--- src/rtl/smbus_ctrl_consts.svh ---
// Purpose: offsets, field positions, reset values and timing counts
// Assumes: 50 MHz pclk, APB word registers
// Notes: definitions only
`ifndef SMBUS_CTRL_CONSTS_SVH
`define SMBUS_CTRL_CONSTS_SVH
`define OFF_SHIFT_BYTE 12'h000
`define OFF_OWN_ADDR 12'h004
`define OFF_SMB_CTRL 12'h008
`define OFF_FREQ 12'h00C
`define OFF_IRQ_STATUS 12'h010
`define OFF_IRQ_MASK 12'h014
`define SHIFT_BYTE_RESET 8'h00
`define OWN_ADDR_RESET 8'h00
`define FREQ_RESET 8'h08
`define BIT_BUS_RESET 7
`define BIT_SUSPEND_OUT 6
`define BIT_SUSPEND_IN 5
`define BIT_ALERT_OUT 4
`define BIT_ALERT_IN 3
`define BIT_SMB_ENABLE 2
`define BIT_TIMEOUT_IE 1
`define BIT_ALERT_IE 0
`define BIT_GENERAL_CALL 0
`define IRQ_BIT_ALERT 0
`define IRQ_BIT_TIMEOUT 1
`define IRQ_BIT_BUS_RESET_DONE 2
`define BUS_RESET_MS 35
`define TIMEOUT_MS 25
`define CYCLES_PER_US 20'd50
`define US_PER_MS 20'd1000
`define GENERAL_CALL_ADDR 7'h00
`endif

--- src/rtl/smbus_ctrl_pkg.sv ---
// Purpose: types of the smbus control block
// Assumes: nothing
// Notes: constants live in the header
package smbus_ctrl_pkg;
  typedef enum logic [1:0] {
    ST_IDLE = 2'b01,
    ST_HOLD = 2'b10
  } bus_reset_state_t;
endpackage : smbus_ctrl_pkg

--- src/rtl/ms_timer.sv ---
// Purpose: millisecond time base scaled by the clock frequency register
// Assumes: freq_mhz in 1..255, zero treated as one
// Notes: one tick per freq_mhz*1000 cycles
`timescale 1ns/1ps
module ms_timer (
  input wire logic pclk,
  input wire logic presetn,
  input wire logic run,
  input wire logic [7:0] freq_mhz,
  output logic tick
);
  logic [17:0] count;
  logic [17:0] limit;

  // cycles per scaled millisecond; zero acts as one, other values kept exact
  always_comb begin
    if (freq_mhz == 8'h00) begin
      limit = 18'd1000;
    end else begin
      limit = 18'({10'd0, freq_mhz} * 18'd1000);
    end
  end

  // counter restarts whenever run drops
  always_ff @(posedge pclk or negedge presetn) begin
    if (!presetn) begin
      count <= 18'h00000;
      tick <= 1'b0;
    end else if (!run) begin
      count <= 18'h00000;
      tick <= 1'b0;
    end else if (count >= limit - 18'd1) begin
      count <= 18'h00000;
      tick <= 1'b1;
    end else begin
      count <= count + 18'd1;
      tick <= 1'b0;
    end
  end
endmodule : ms_timer

--- src/rtl/smbus_ctrl.sv ---
// Purpose: shift byte, own address and smbus control/status registers on APB
// Assumes: apb slave with zero wait states, inputs synchronous to pclk
// Notes: shift engine and status machine sit outside; this block holds their registers
//
// Local design decisions: the register addresses and the APB register port.
`timescale 1ns/1ps
`include "smbus_ctrl_consts.svh"

// What this block does
// - 8-bit shift byte holds next byte to send or last received
// - data byte bit 7 is MSB, shifted out first
// - address call: bits 7..1 slave address, bit 0 direction, 1 read
// - own address in bits 7..1, register resets to zero
// - general call accept bit enables answering the general call address
// - writing one to bus reset bit holds clock low beyond 35 ms
// - bit 6 drives active-low suspend output, resets high
// - bit 5 reads the separate suspend input level
// - bit 4 drives wired-AND alert output, resets high
// - bit 3 reads the alert input level
// - bit 2 enables smbus timeouts, reset clear
// - bit 1 gates the timeout interrupt output
// - bit 0 gates the alert interrupt output
// - timeout counts scale from frequency register, 1..255, reset 8
module smbus_ctrl (
  input wire logic pclk,
  input wire logic presetn,
  input wire logic psel,
  input wire logic penable,
  input wire logic pwrite,
  input wire logic [11:0] paddr,
  input wire logic [31:0] pwdata,
  output logic [31:0] prdata,
  output logic pready,
  output logic pslverr,
  input wire logic shift_load,
  input wire logic [7:0] shift_in_byte,
  input wire logic shift_bit_take,
  output logic shift_bit_msb,
  input wire logic [6:0] call_addr,
  input wire logic call_valid,
  output logic call_match,
  output logic call_read,
  input wire logic scl_in,
  output logic scl_out,
  output logic scl_oe,
  output logic suspend_out_n,
  input wire logic suspend_in_n,
  output logic alert_out_n,
  output logic alert_oe,
  input wire logic alert_in_n,
  output logic smb_enable,
  output logic bus_timeout_irq,
  output logic alert_irq,
  output logic irq
);
  logic [7:0] shift_byte;
  logic [7:0] own_slave_address;
  logic [7:0] ctrl;
  logic [7:0] freq;
  logic [2:0] irq_status;
  logic [2:0] irq_mask;
  logic [5:0] ms_count;
  logic ms_tick;
  logic timeout_evt;
  logic reset_done_evt;
  logic [5:0] scl_low_ms;
  logic wr_en;
  logic rd_en;
  logic addr_ok;
  logic [31:0] next_prdata;
  smbus_ctrl_pkg::bus_reset_state_t state;

  assign wr_en = psel && penable && pwrite && pready;
  assign rd_en = psel && !penable && !pwrite;

  // address decode
  always_comb begin
    case (paddr)
      `OFF_SHIFT_BYTE, `OFF_OWN_ADDR, `OFF_SMB_CTRL, `OFF_FREQ, `OFF_IRQ_STATUS,
      `OFF_IRQ_MASK: addr_ok = 1'b1;
      default: addr_ok = 1'b0;
    endcase
  end

  // read mux, live input levels in bits 5 and 3
  always_comb begin
    next_prdata = 32'h00000000;
    case (paddr)
      `OFF_SHIFT_BYTE: next_prdata[7:0] = shift_byte;
      `OFF_OWN_ADDR: next_prdata[7:0] = own_slave_address;
      `OFF_SMB_CTRL: begin
        next_prdata[7:0] = ctrl;
        next_prdata[`BIT_SUSPEND_IN] = suspend_in_n;
        next_prdata[`BIT_ALERT_IN] = alert_in_n;
      end
      `OFF_FREQ: next_prdata[7:0] = freq;
      `OFF_IRQ_STATUS: next_prdata[2:0] = irq_status;
      `OFF_IRQ_MASK: next_prdata[2:0] = irq_mask;
      default: next_prdata = 32'h00000000;
    endcase
  end

  // apb answer: data captured in setup, ready in access phase
  always_ff @(posedge pclk or negedge presetn) begin
    if (!presetn) begin
      prdata <= 32'h00000000;
      pready <= 1'b0;
      pslverr <= 1'b0;
    end else begin
      pready <= psel && !penable;
      pslverr <= psel && !penable && !addr_ok;
      if (rd_en) begin
        prdata <= next_prdata;
      end
    end
  end

  // shift byte: software write, engine load, msb-first shift
  always_ff @(posedge pclk or negedge presetn) begin
    if (!presetn) begin
      shift_byte <= `SHIFT_BYTE_RESET;
    end else if (wr_en && paddr == `OFF_SHIFT_BYTE) begin
      shift_byte <= pwdata[7:0];
    end else if (shift_load) begin
      shift_byte <= shift_in_byte;
    end else if (shift_bit_take) begin
      shift_byte <= {shift_byte[6:0], 1'b0};
    end
  end

  // outgoing bit and address-call direction
  always_ff @(posedge pclk or negedge presetn) begin
    if (!presetn) begin
      shift_bit_msb <= 1'b0;
      call_read <= 1'b0;
    end else begin
      shift_bit_msb <= shift_byte[7];
      call_read <= shift_byte[0];
    end
  end

  // own address and general call match
  always_ff @(posedge pclk or negedge presetn) begin
    if (!presetn) begin
      own_slave_address <= `OWN_ADDR_RESET;
      call_match <= 1'b0;
    end else begin
      if (wr_en && paddr == `OFF_OWN_ADDR) begin
        own_slave_address <= pwdata[7:0];
      end
      call_match <= call_valid && ((call_addr == own_slave_address[7:1]) ||
        (call_addr == `GENERAL_CALL_ADDR && own_slave_address[`BIT_GENERAL_CALL]));
    end
  end

  // control bits; bus reset bit self-clears when the hold ends
  always_ff @(posedge pclk or negedge presetn) begin
    if (!presetn) begin
      ctrl <= 8'h50;
    end else if (wr_en && paddr == `OFF_SMB_CTRL) begin
      // a write in the cycle of the hold's end must not keep the old request
      ctrl <= {pwdata[7] | (ctrl[7] && !reset_done_evt), pwdata[6], 1'b0, pwdata[4], 1'b0,
        pwdata[2:0]};
    end else if (reset_done_evt) begin
      ctrl[`BIT_BUS_RESET] <= 1'b0;
    end
  end

  // frequency register
  always_ff @(posedge pclk or negedge presetn) begin
    if (!presetn) begin
      freq <= `FREQ_RESET;
    end else if (wr_en && paddr == `OFF_FREQ) begin
      freq <= pwdata[7:0];
    end
  end

  ms_timer u_ms (
    .pclk(pclk),
    .presetn(presetn),
    .run(state == smbus_ctrl_pkg::ST_HOLD || (ctrl[`BIT_SMB_ENABLE] && !scl_in)),
    .freq_mhz(freq),
    .tick(ms_tick)
  );

  // bus reset hold: clock low until more than 35 ms
  always_ff @(posedge pclk or negedge presetn) begin
    if (!presetn) begin
      state <= smbus_ctrl_pkg::ST_IDLE;
      ms_count <= 6'd0;
      reset_done_evt <= 1'b0;
    end else begin
      reset_done_evt <= 1'b0;
      case (state)
        smbus_ctrl_pkg::ST_IDLE: begin
          ms_count <= 6'd0;
          // bit clears one cycle after the hold; its stale value must not restart it
          if (ctrl[`BIT_BUS_RESET] && !reset_done_evt) begin
            state <= smbus_ctrl_pkg::ST_HOLD;
          end
        end
        smbus_ctrl_pkg::ST_HOLD: begin
          if (ms_tick) begin
            if (ms_count == 6'(`BUS_RESET_MS)) begin
              state <= smbus_ctrl_pkg::ST_IDLE; // 36 ms elapsed
              reset_done_evt <= 1'b1;
            end else begin
              ms_count <= ms_count + 6'd1;
            end
          end
        end
        default: state <= smbus_ctrl_pkg::ST_IDLE;
      endcase
    end
  end

  // clock-low timeout, only with smbus enabled
  always_ff @(posedge pclk or negedge presetn) begin
    if (!presetn) begin
      scl_low_ms <= 6'd0;
      timeout_evt <= 1'b0;
    end else begin
      timeout_evt <= 1'b0;
      if (!ctrl[`BIT_SMB_ENABLE] || scl_in || state == smbus_ctrl_pkg::ST_HOLD) begin
        scl_low_ms <= 6'd0;
      end else if (ms_tick) begin
        if (scl_low_ms == 6'(`TIMEOUT_MS - 1)) begin
          timeout_evt <= 1'b1;
        end
        if (scl_low_ms != 6'h3F) begin
          scl_low_ms <= scl_low_ms + 6'd1;
        end
      end
    end
  end

  // sticky status, write one to clear, set wins
  always_ff @(posedge pclk or negedge presetn) begin
    if (!presetn) begin
      irq_status <= 3'h0;
      irq_mask <= 3'h0;
    end else begin
      if (wr_en && paddr == `OFF_IRQ_MASK) begin
        irq_mask <= pwdata[2:0];
      end
      irq_status <= (irq_status & ~((wr_en && paddr == `OFF_IRQ_STATUS) ? pwdata[2:0] : 3'h0))
        | {reset_done_evt, timeout_evt, !alert_in_n};
    end
  end

  // pins and interrupt outputs
  always_ff @(posedge pclk or negedge presetn) begin
    if (!presetn) begin
      scl_out <= 1'b1;
      scl_oe <= 1'b0;
      suspend_out_n <= 1'b1;
      alert_out_n <= 1'b1;
      alert_oe <= 1'b0;
      smb_enable <= 1'b0;
      bus_timeout_irq <= 1'b0;
      alert_irq <= 1'b0;
      irq <= 1'b0;
    end else begin
      scl_out <= 1'b0;
      scl_oe <= state == smbus_ctrl_pkg::ST_HOLD;
      suspend_out_n <= ctrl[`BIT_SUSPEND_OUT];
      alert_out_n <= ctrl[`BIT_ALERT_OUT];
      alert_oe <= !ctrl[`BIT_ALERT_OUT];
      smb_enable <= ctrl[`BIT_SMB_ENABLE];
      bus_timeout_irq <= ctrl[`BIT_TIMEOUT_IE] && irq_status[`IRQ_BIT_TIMEOUT];
      alert_irq <= ctrl[`BIT_ALERT_IE] && !alert_in_n;
      irq <= |(irq_status & irq_mask);
    end
  end

  // checks
  alert_irq_gate_a: assert property (@(posedge pclk) disable iff (!presetn)
    (!ctrl[`BIT_ALERT_IE] || alert_in_n) |=> !alert_irq)
    else $error("alert irq without enable or alert");
  alert_irq_set_a: assert property (@(posedge pclk) disable iff (!presetn)
    (ctrl[`BIT_ALERT_IE] && !alert_in_n) |=> alert_irq)
    else $error("alert irq missing");
  timeout_gate_a: assert property (@(posedge pclk) disable iff (!presetn)
    !ctrl[`BIT_TIMEOUT_IE] |=> !bus_timeout_irq)
    else $error("timeout irq while disabled");
  suspend_pin_a: assert property (@(posedge pclk) disable iff (!presetn)
    ##1 suspend_out_n == $past(ctrl[`BIT_SUSPEND_OUT]))
    else $error("suspend pin mismatch");
  alert_pin_a: assert property (@(posedge pclk) disable iff (!presetn)
    ##1 alert_oe == !$past(ctrl[`BIT_ALERT_OUT]))
    else $error("alert enable not tied to level");
  hold_start_a: assert property (@(posedge pclk) disable iff (!presetn)
    (state == smbus_ctrl_pkg::ST_IDLE && ctrl[`BIT_BUS_RESET] && !reset_done_evt)
    |=> ##1 scl_oe)
    else $error("bus reset hold did not start");
  no_timeout_off_a: assert property (@(posedge pclk) disable iff (!presetn)
    !ctrl[`BIT_SMB_ENABLE] |=> !timeout_evt)
    else $error("timeout while smbus disabled");
  gc_match_a: assert property (@(posedge pclk) disable iff (!presetn)
    (call_valid && call_addr == `GENERAL_CALL_ADDR && !own_slave_address[`BIT_GENERAL_CALL]
    && own_slave_address[7:1] != `GENERAL_CALL_ADDR)
    |=> !call_match)
    else $error("general call taken while not accepted");
  status_read_a: assert property (@(posedge pclk) disable iff (!presetn)
    (rd_en && paddr == `OFF_SMB_CTRL) |=> prdata[`BIT_ALERT_IN] == $past(alert_in_n))
    else $error("alert input status wrong");
endmodule : smbus_ctrl

--- config.mk ---
export PLATFORM = sky130hd
export DESIGN_NAME = smbus_ctrl
export DESIGN_NICKNAME = d
export VERILOG_FILES = /design/src/rtl/smbus_ctrl_pkg.sv /design/src/rtl/ms_timer.sv /design/src/rtl/smbus_ctrl.sv
export VERILOG_INCLUDE_DIRS = /design/src /design/src/rtl
export SDC_FILE = /design/constraint.sdc
export NUM_CORES = 1
export LEC_CHECK = 0
export BUFFER_PORTS_ARGS = -buffer_cell sky130_fd_sc_hd__buf_2
export CORE_ASPECT_RATIO = 2
export CORE_MARGIN = 5
export CORE_UTILIZATION = 42
export DETAILED_ROUTE_END_ITERATION = 16
export PLACE_DENSITY = 0.66
export SLEW_MARGIN = 40
export SYNTH_ARGS = -nofsm -noshare
export SYNTH_HDL_FRONTEND = slang
export SYNTH_SLANG_ARGS = --single-unit
--- constraint.sdc ---
create_clock -name pclk -period 8.6 [get_ports pclk]
set_clock_uncertainty 0.05 [all_clocks]
set_input_delay 1.72 -clock pclk [delete_from_list [all_inputs] [get_ports pclk]]
set_output_delay 1.72 -clock pclk [all_outputs]
set_load 0.1 [all_outputs]
==> flow_summary.ini, run 1 <==
[synthesis]
synthFlopType = dfrtp_1
postSynthCellCount = 657
ys_warn_count = 0
netlist.area_leader.share = 0.3269
netlist_area_um2 = 6583
synth_edf_count = 0
synth.distinct_cells = 68
async_reset_ff_frac = 1.000
synthTopCellsByArea = dfrtp_1 33%, ha_1 12%, fa_1 6.4%
yosys.area.top_type = dfrtp_1
seq_area_frac_synth = 0.3549
synth-seq-cells = 93
syn_avg_cell_area_um2 = 10.02

[placed_design]
place_congestion = 0.8484
port_buffers = 67
dp_hpwl_um = 12270
dp.cells = 908

[global_route]
grt_pass1_wl_um = 24830
antenna_found_initial = 0
grt_max_degree = 82
grt_usage = 0.1654
grt_pass1_vias = 5239
overflow = 0

[clock_network]
cts_sinks = 93
cts_resized = 0
cts.clk_slew.worst_paths_ps = 70
clk_latency_ps = 350
hold_buffers = 0
htree_levels = 3
cts_tree = done
clk_path_buf_depth = 2
postCtsSetupBuffers = 0
cts-buffers-inserted = 9
cts_root_buf = clkbuf_16

[critical_path]
crit_path_start_kind = flip-flop
crit_chain = fa_1 -> xor2_1 -> ha_1 -> a21oi_1 -> fa_1 -> fa_1 -> inv_1 -> ha_1 -> a21o_1 -> a221oi_2 -> xor2_2 -> nand4_4 -> nor4b_4 -> xor2_1 -> nand2_1 -> ha_1 -> a21o_1 -> a21o_1 -> a221oi_1 -> o21ai_2 -> nor2_1
path_depth = 21
arrival_ps = 6750
crit_start = freq[1]$_DFFE_PN0P_
rrSetupSlack_ps = 2070
ff2ff_path_depth = 21
critPathCaptureType = flip-flop
r2r_start = freq[1]$_DFFE_PN0P_
crit_path_end = u_ms.count[13]$_DFF_PN0_
timing.rr.end = u_ms.count[13]$_DFF_PN0_
max_stage_delay_ps = 590
critPathMaxFanout = 18
cp.required_ps = 8820
cpLargestDelayFamily = adder cells
crit_buf_inv = 1
crit_type = reg2reg
cp_slowest_cell = dfrtp_1

[power_and_ir_drop]
vdd_drop_max_v = 0.00009035
leakagePower_nw = 3.608
total_power_uw = 966.5
powerDensity_nw_per_um2 = 132.0

[floorplanning]
initial_core_util = 0.4281
pin_count = 116
die_area_um2 = 18430
core_um2 = 15370
rows = 64
die_h_um = 187.0
chipWidth_um = 98.53

[drt]
routed_wl_um = 15070
vias_per_cell = 5.329
routed-via-count = 4924
wire_per_inst_um = 16.31
dr.pass1.iters = 4
drcViolationCount = 0
drt_iter0_drc = 113
ant_nets = 0

[finish]
final_common_cell = dfrtp_1
areaGrowthSynthToFinish_pct = 11.20
layoutNonFillerInstCount = 924
fillCellCount = 1435
final_cell_mix = 86 x dfrtp_1, 66 x buf_2, 64 x ha_1
n_antenna_cell = 0
drive_above_1_share = 0.1791
utilization = 0.4761
final_net_count = 876

[sta]
hold_violations = 0
rsz0062_at_grt = false
setup_tns_ps = 0
max_freq_ghz = 0.1532
finalSetupViolCount = 0
fin_crit_ps = 6526
timing.final.crit_share = 0.7588
maxSlewViolCount = 0
slew_headroom = 0.4855
worst_pin_slew_ps = 768.8

[run]
maxCapViolCount = 0

[outcome]
status = complete, no violations

[hold_path]
min_path_type = reg2reg
-- routing by layer --
layer / track usage / up-vias / wire (um)
met5: 0 / - / 0
met4: 0.08469 / 0 / 644
met3: 0.02538 / 43 / 630
met2: 0.3320 / 129 / 8656
met1: 0.1536 / 2392 / 5139
li1: - / 2360 / -
-- stage by stage --
| step | hold WS [ps] | setup WS (ps) | instance area [um^2] |
|---|---|---|---|
| detailed placement | 322.8 | 2043 | 7024 |
| CTS | 333.6 | 2009 | 7317 |
| floorplan | 309.5 | 2589 | 6673 |
| global placement | 322.0 | 2006 | 7017 |
| finish | 329.7 | 2074 | 7320 |
| global route | 336.7 | 1651 | 7320 |
-- synthesized netlist by cell type (all sizes together), types with 4 or more instances --
| library cell | number |
|---|---|
| xnor2 | 25 |
| a22o | 9 |
| fa | 21 |
| nor4 | 7 |
| nand4 | 13 |
| dfrtp | 86 |
| mux2i | 7 |
| o21ai | 31 |
| nand2b | 6 |
| dfstp | 7 |
| nor3 | 7 |
| clkbuf | 9 |
| nor2b | 5 |
| ha | 64 |
| nor2 | 56 |
| inv | 45 |
| nand2 | 58 |
| a21oi | 29 |
| mux2 | 21 |
| xor2 | 27 |
| buf | 30 |
| a21o | 19 |
| nand3 | 16 |
| and4 | 4 |
-- worst min-delay path by stage --
stage / from / endpoint / slack [ps] / cells after the start
global route: ctrl[6]$_DFFE_PN1P_ / suspend_out_n$_DFF_PN1_ / 340 / 0
global placement: ctrl[6]$_DFFE_PN1P_ / suspend_out_n$_DFF_PN1_ / 320 / 0
finish: ctrl[6]$_DFFE_PN1P_ / suspend_out_n$_DFF_PN1_ / 330 / 0
detailed placement: ctrl[6]$_DFFE_PN1P_ / suspend_out_n$_DFF_PN1_ / 320 / 0
floorplan: ctrl[6]$_DFFE_PN1P_ / suspend_out_n$_DFF_PN1_ / 310 / 0
CTS: ctrl[6]$_DFFE_PN1P_ / suspend_out_n$_DFF_PN1_ / 330 / 0
-- cells by family (layout without fill, tap and decap cells) --
kind of cell / Yosys count / count (layout) / synth area share
buf+inv: 84 / 129 / 0.06348
mux: 31 / 31 / 0.05683
fa+ha+maj: 85 / 85 / 0.1855
other cells: 1 / 25 / 0.0005697
simple gates: 197 / 197 / 0.1559
compound gates: 114 / 114 / 0.1125
flops: 93 / 93 / 0.3549
xor+xnor: 52 / 52 / 0.07033
-- cell type report --
cell class | count | area (um^2) | area share
clock buffers | 10 | 239.0 | 0.03265
clock inverters | 6 | 53.80 | 0.007350
inverters | 45 | 168.9 | 0.02308
multi-input cells | 504 | 3923 | 0.5359
flip-flops and latches | 93 | 2336 | 0.3191
well taps | 198 | 247.7 | 0.03385
repair buffers | 68 | 351.6 | 0.04803
-- worst register-to-register path, delay by kind of cell (launching register included) --
family                     cells  cell delay (ps)
AOI/OAI and AO/OA              7             1850
xor gates and xnor gates       3              700
adders and majority gates      6             2430
buffers and inverters          1               40
DFF                            1              590
and+or+nand+nor                4              760
-- state kept, by name (all words and copies together) (netlist names), 2 cells and up --
register / cells
shift_byte: 8
scl_low_ms: 6
own_slave_address: 8
ms_count: 6
irq_mask: 3
prdata: 8
state: 2
u_ms.count: 18
irq_status: 3
freq: 8
ctrl: 6
-- report_power, final --
| part | internal [mW] | total (mW) | leakage (nW) | switching [mW] |
|---|---|---|---|---|
| Combinational | 0.0280 | 0.125 | 2.29 | 0.0970 |
| Sequential | 0.443 | 0.447 | 1.17 | 0.00450 |
| Clock | 0.210 | 0.394 | 0.142 | 0.184 |
| Total | 0.681 | 0.967 | 3.61 | 0.286 |
Power figures use the tool's default switching activity.
==> inputs of run 2 (changes only) <==
==> constraint.sdc (replaced) <==
create_clock -name pclk -period 6.6 [get_ports pclk]
set_clock_uncertainty 0.05 [all_clocks]
set_input_delay 1.32 -clock pclk [delete_from_list [all_inputs] [get_ports pclk]]
set_output_delay 1.32 -clock pclk [all_outputs]
set_load 0.1 [all_outputs]
==> flow_summary.ini, run 2 (synthesis gave the netlist of run 1 again) <==
[clock_network]
hold_buffers = 0
cts_root_buf = clkbuf_16
cts.clk_slew.worst_paths_ps = 70
cts_sinks = 93
clk_latency_ps = 350
postCtsSetupBuffers = 0
clk_path_buf_depth = 2
htree_levels = 3
cts_tree = done
cts-buffers-inserted = 9

[drt]
wire_per_inst_um = 16.50
ant_nets = 0
drcViolationCount = 0
dr.pass1.iters = 4
routed-via-count = 4950
drt_iter0_drc = 160
vias_per_cell = 5.323
routed_wl_um = 15340

[floorplanning]
rows = 64
die_h_um = 187.0
die_area_um2 = 18430
chipWidth_um = 98.53
initial_core_util = 0.4281
pin_count = 116
core_um2 = 15370

[power_and_ir_drop]
leakagePower_nw = 3.638
powerDensity_nw_per_um2 = 172.4
p_sw_uw = 363.2
pwr-share-seq = 0.458
p_comb_frac = 0.129
p_clk_frac = 0.414
vdd_drop_max_v = 0.0001026
power.internal_uw = 911.8
switching_share = 0.2848

[finish]
multi_input_area_um2 = 3944
fillCellCount = 1432
areaGrowthSynthToFinish_pct = 12.37
final_net_count = 882
final_cell_mix = 85 x dfrtp_1, 66 x buf_2, 64 x ha_1
seq_area_um2 = 2337
n_antenna_cell = 0
largest_register = u_ms.count
drive_above_1_share = 0.1872
utilization = 0.4811
fin_area_um2 = 7397
largest_reg_flops = 18
final_common_cell = dfrtp_1

[hold_path]
whs_endpoint = suspend_out_n$_DFF_PN1_
holdPathStages = 0
min_path_type = reg2reg
hp-start = ctrl[6]$_DFFE_PN1P_

[critical_path]
crit_buf_inv = 3
crit_type = reg2reg
cp_slowest_cell = dfstp_2
crit_path_start_kind = flip-flop
cpLargestDelayFamily = adder cells
crit_chain = inv_1 -> fa_1 -> fa_1 -> inv_1 -> fa_1 -> ha_1 -> ha_1 -> and3_1 -> a221oi_4 -> o21ai_0 -> xor2_2 -> nor4b_4 -> nor3b_2 -> xnor2_1 -> ha_1 -> and4_1 -> a221oi_2 -> o21ai_1 -> buf_4 -> nor2_1
critPathCaptureType = flip-flop
path_depth = 20
ff2ff_path_depth = 20
arrival_ps = 6460
cp.required_ps = 6830
timing.rr.end = u_ms.count[4]$_DFF_PN0_
rrSetupSlack_ps = 370
r2r_start = freq[3]$_DFFE_PN1P_
max_stage_delay_ps = 610
critPathMaxFanout = 18

[outcome]
status = complete, no violations

[sta]
timing.final.crit_share = 0.9444
hold_slack_ps = 330.5
hold_violations = 0
slew_headroom = 0.5064
setup_tns_ps = 0
worst_pin_slew_ps = 737.7
fin_crit_ps = 6233
finalSetupViolCount = 0
setup_ws_ps = 367.2
max_freq_ghz = 0.1604
maxSlewViolCount = 0

[placed_design]
port_buffers = 67
dp_hpwl_um = 12190
pre_cts_slack_ps = 286.2
placed_area_um2 = 7066
place_congestion = 0.8661

[run]
maxCapViolCount = 0

[global_route]
grt_pass1_wl_um = 25270
antenna_found_initial = 0
overflow = 0
grt_pass1_vias = 5393
grt_max_degree = 82
grt_usage = 0.1694
==> run 2: per-layer routing <==
| metal | GRT usage | part of all wire | up-vias |
|---|---|---|---|
| met4 | 0.09206 | 0.043 | 0 |
| li1 | - | - | 2381 |
| met3 | 0.02800 | 0.042 | 46 |
| met2 | 0.3378 | 0.58 | 138 |
| met1 | 0.1556 | 0.34 | 2385 |
| met5 | 0 | 0 | - |
==> run 2: area by class of cell <==
class	instances	area share
clock inverters	6	0.009980
well taps	198	0.03349
repair buffers	74	0.05362
inverters	45	0.02283
clock buffers	10	0.03095
flip-flops and latches	93	0.3160
multi-input cells	504	0.5332
==> run 2: worst reg2reg max path: cells and delay by family (launching register included) <==
family          cells  cell delay (ps)
xor+xnor            2              420
fa+ha+maj           6             2520
compound gates      4              990
buf+inv             3              430
simple gates        5             1160
flops               1              610
==> run 2: power groups by stage <==
stage               Combinational [mW]  Clock [mW]  Sequential (mW)
finish                           0.164       0.527            0.583
global route                     0.175       0.560            0.584
CTS                              0.164       0.540            0.583
detailed placement               0.163           0            0.594
global placement                 0.161           0            0.593
floorplan                        0.117           0            0.607
==> run 2: repair_timing <==
action                                 in CTS  in global routing
setup endpoints to repair                   0                 18
resized for setup                           0                  4
endpoints found under the hold margin       0                  0
==> run 2: worst max-delay path by stage <==
stage | start | end
finish | freq[3]$_DFFE_PN1P_ | u_ms.count[4]$_DFF_PN0_
global route | freq[3]$_DFFE_PN1P_ | u_ms.count[13]$_DFF_PN0_
CTS | freq[3]$_DFFE_PN1P_ | u_ms.count[14]$_DFF_PN0_
detailed placement | freq[3]$_DFFE_PN1P_ | u_ms.count[4]$_DFF_PN0_
global placement | freq[2]$_DFFE_PN0P_ | u_ms.count[14]$_DFF_PN0_
floorplan | freq[0]$_DFFE_PN0P_ | u_ms.count[10]$_DFF_PN0_
==> run 2: per-stage QoR <==
stage	power (mW)	instances
final	1.275	930
after global routing	1.319	930
after global placement	0.7542	914
after floorplan	0.7239	681
after CTS	1.288	930
after detailed placement	0.7569	914
==> inputs of run 3 (changes only) <==
--- a/config.mk
+++ b/config.mk
@@ -7,11 +7,13 @@
 export NUM_CORES = 1
 export LEC_CHECK = 0
 export BUFFER_PORTS_ARGS = -buffer_cell sky130_fd_sc_hd__buf_2
+export CELL_PAD_IN_SITES_DETAIL_PLACEMENT = 0
+export CELL_PAD_IN_SITES_GLOBAL_PLACEMENT = 1
 export CORE_ASPECT_RATIO = 2
 export CORE_MARGIN = 5
 export CORE_UTILIZATION = 42
 export DETAILED_ROUTE_END_ITERATION = 16
-export PLACE_DENSITY = 0.66
+export PLACE_DENSITY = 0.81
 export SLEW_MARGIN = 40
 export SYNTH_ARGS = -nofsm -noshare
 export SYNTH_HDL_FRONTEND = slang
==> flow_summary.ini, run 3 (synthesis gave the netlist of run 1 again) <==
[critical_path]
r2r_start = freq[2]$_DFFE_PN0P_
cp.required_ps = 6820
timing.rr.end = u_ms.count[2]$_DFF_PN0_
crit_path_start_kind = flip-flop
critPathCaptureType = flip-flop
ff2ff_path_depth = 20
rrSetupSlack_ps = 340
critPathMaxFanout = 18
arrival_ps = 6480
crit_type = reg2reg

[global_route]
grt_pass1_wl_um = 25180
overflow = 0
grt_usage = 0.1685
antenna_found_initial = 0
grt_max_degree = 76
grt_pass1_vias = 5231

[power_and_ir_drop]
total_power_mw = 1.223
powerDensity_nw_per_um2 = 166.2
vdd_drop_max_v = 0.0001047
leakagePower_nw = 3.637

[drt]
ant_nets = 0
routed-via-count = 4950
dr.pass1.iters = 4
drcViolationCount = 0
wire_per_inst_um = 16.20
vias_per_cell = 5.305
drt_iter0_drc = 145
routed_wl_um = 15120

[sta]
rsz0062_at_grt = false
timing.final.crit_share = 0.9484
slew_headroom = 0.5002
hold_violations = 0
max_freq_ghz = 0.1598
worst_pin_slew_ps = 747.0
maxSlewViolCount = 0
finalSetupViolCount = 0
setup_tns_ps = 0
hold_slack_ps = 332.0
fin_crit_ps = 6259

[finish]
fillCellCount = 1473
final_cell_mix = 86 x dfrtp_1, 66 x buf_2, 64 x ha_1
drive_above_1_share = 0.1864
multi_input_area_um2 = 3925
largest_register = u_ms.count
final_common_cell = dfrtp_1
layoutNonFillerInstCount = 933
n_antenna_cell = 0
final_net_count = 885
areaGrowthSynthToFinish_pct = 11.84
largest_reg_flops = 18
seq_area_um2 = 2336

[clock_network]
cts_root_buf = clkbuf_16
clk_path_buf_depth = 2
htree_levels = 3
cts-buffers-inserted = 9
cts_sinks = 93
cts.clk_slew.worst_paths_ps = 60
clk_latency_ps = 340
cts_tree = done
hold_buffers = 0

[floorplanning]
die_h_um = 187.0
chipWidth_um = 98.53
die_area_um2 = 18430
rows = 64
initial_core_util = 0.4281
core_um2 = 15370
pin_count = 116

[hold_path]
holdPathStages = 0
whs_endpoint = alert_out_n$_DFF_PN1_
hp-start = ctrl[4]$_DFFE_PN1P_
min_path_type = reg2reg

[placed_design]
port_buffers = 67
place_congestion = 0.8673
dp_hpwl_um = 12340
dp.cells = 915

[outcome]
status = complete, no violations

[run]
maxCapViolCount = 0
run 3: cell types whose count changed in the layout (fill, tap and decap cells not counted), moves of 2 or more:
cell,delta
buf_4,+3
clkinv_2,+2
clkinv_4,-2
inv_6,+2
run 3: worst max-delay path: stages, from the launching register on:
cell,delay [ps]
dfrtp_1,500
fa_1,540
inv_1,50
fa_1,530
fa_1,460
fa_1,510
inv_1,50
ha_1,370
a21o_1,200
a221oi_2,440
o21ai_0,190
xor2_1,520
nor4b_4,110
nor3b_2,190
xnor2_1,200
ha_1,280
and4_1,210
a221oi_2,330
o21ai_1,110
buf_4,210
nor2_1,120
run 3: power breakdown:
| part | total [mW] | switching, mW | leakage, nW | internal [mW] |
|---|---|---|---|---|
| clock | 0.476 | 0.219 | 0.130 | 0.257 |
| sequential | 0.583 | 0.00572 | 1.17 | 0.577 |
| combinational | 0.164 | 0.127 | 2.33 | 0.0373 |
run 3: cell type report:
type | count | area share
clock inverters | 5 | 0.004759
clock buffers | 11 | 0.03161
well taps | 198 | 0.03365
repair buffers | 77 | 0.05659
multi-input cells | 504 | 0.5331
inverters | 45 | 0.02294
flip-flops and latches | 93 | 0.3173
run 3: layer usage:
layer | routed length (um) | track usage | vias up | share of wire
li1 | - | - | 2386 | -
met1 | 5272 | 0.1622 | 2398 | 0.35
met2 | 8757 | 0.3372 | 136 | 0.58
met3 | 689 | 0.03061 | 30 | 0.046
met4 | 398 | 0.06891 | 0 | 0.026
met5 | 0 | 0 | - | 0
run 3: worst max-delay path by stage:
stage                                    from                  endpoint  slack, ps  depth (start not counted)
after floorplan           freq[0]$_DFFE_PN0P_  u_ms.count[10]$_DFF_PN0_        590                         23
after global placement    freq[2]$_DFFE_PN0P_  u_ms.count[10]$_DFF_PN0_        380                         21
after detailed placement  freq[2]$_DFFE_PN0P_   u_ms.count[2]$_DFF_PN0_        280                         21
after CTS                 freq[2]$_DFFE_PN0P_   u_ms.count[2]$_DFF_PN0_        250                         21
after global routing      freq[2]$_DFFE_PN0P_   u_ms.count[2]$_DFF_PN0_         80                         23
final                     freq[2]$_DFFE_PN0P_   u_ms.count[2]$_DFF_PN0_        340                         20
run 3: what timing repair did:
item                                    CTS  global route
endpoints found under the setup margin    0            18
endpoints found under the hold margin     0             0
buffers inserted                          0             2
resized for setup                         0             1
run 3: metrics by stage:
stage | utilization | instance area (um^2) | worst slack [ps]
floorplan | - | 6673 | 588.7
global route | 0.4788 | 7362 | 79.11
detailed placement | 0.4600 | 7073 | 280.3
CTS | 0.4775 | 7341 | 250.7
global placement | 0.4598 | 7069 | 384.4
finish | 0.4788 | 7362 | 340.6
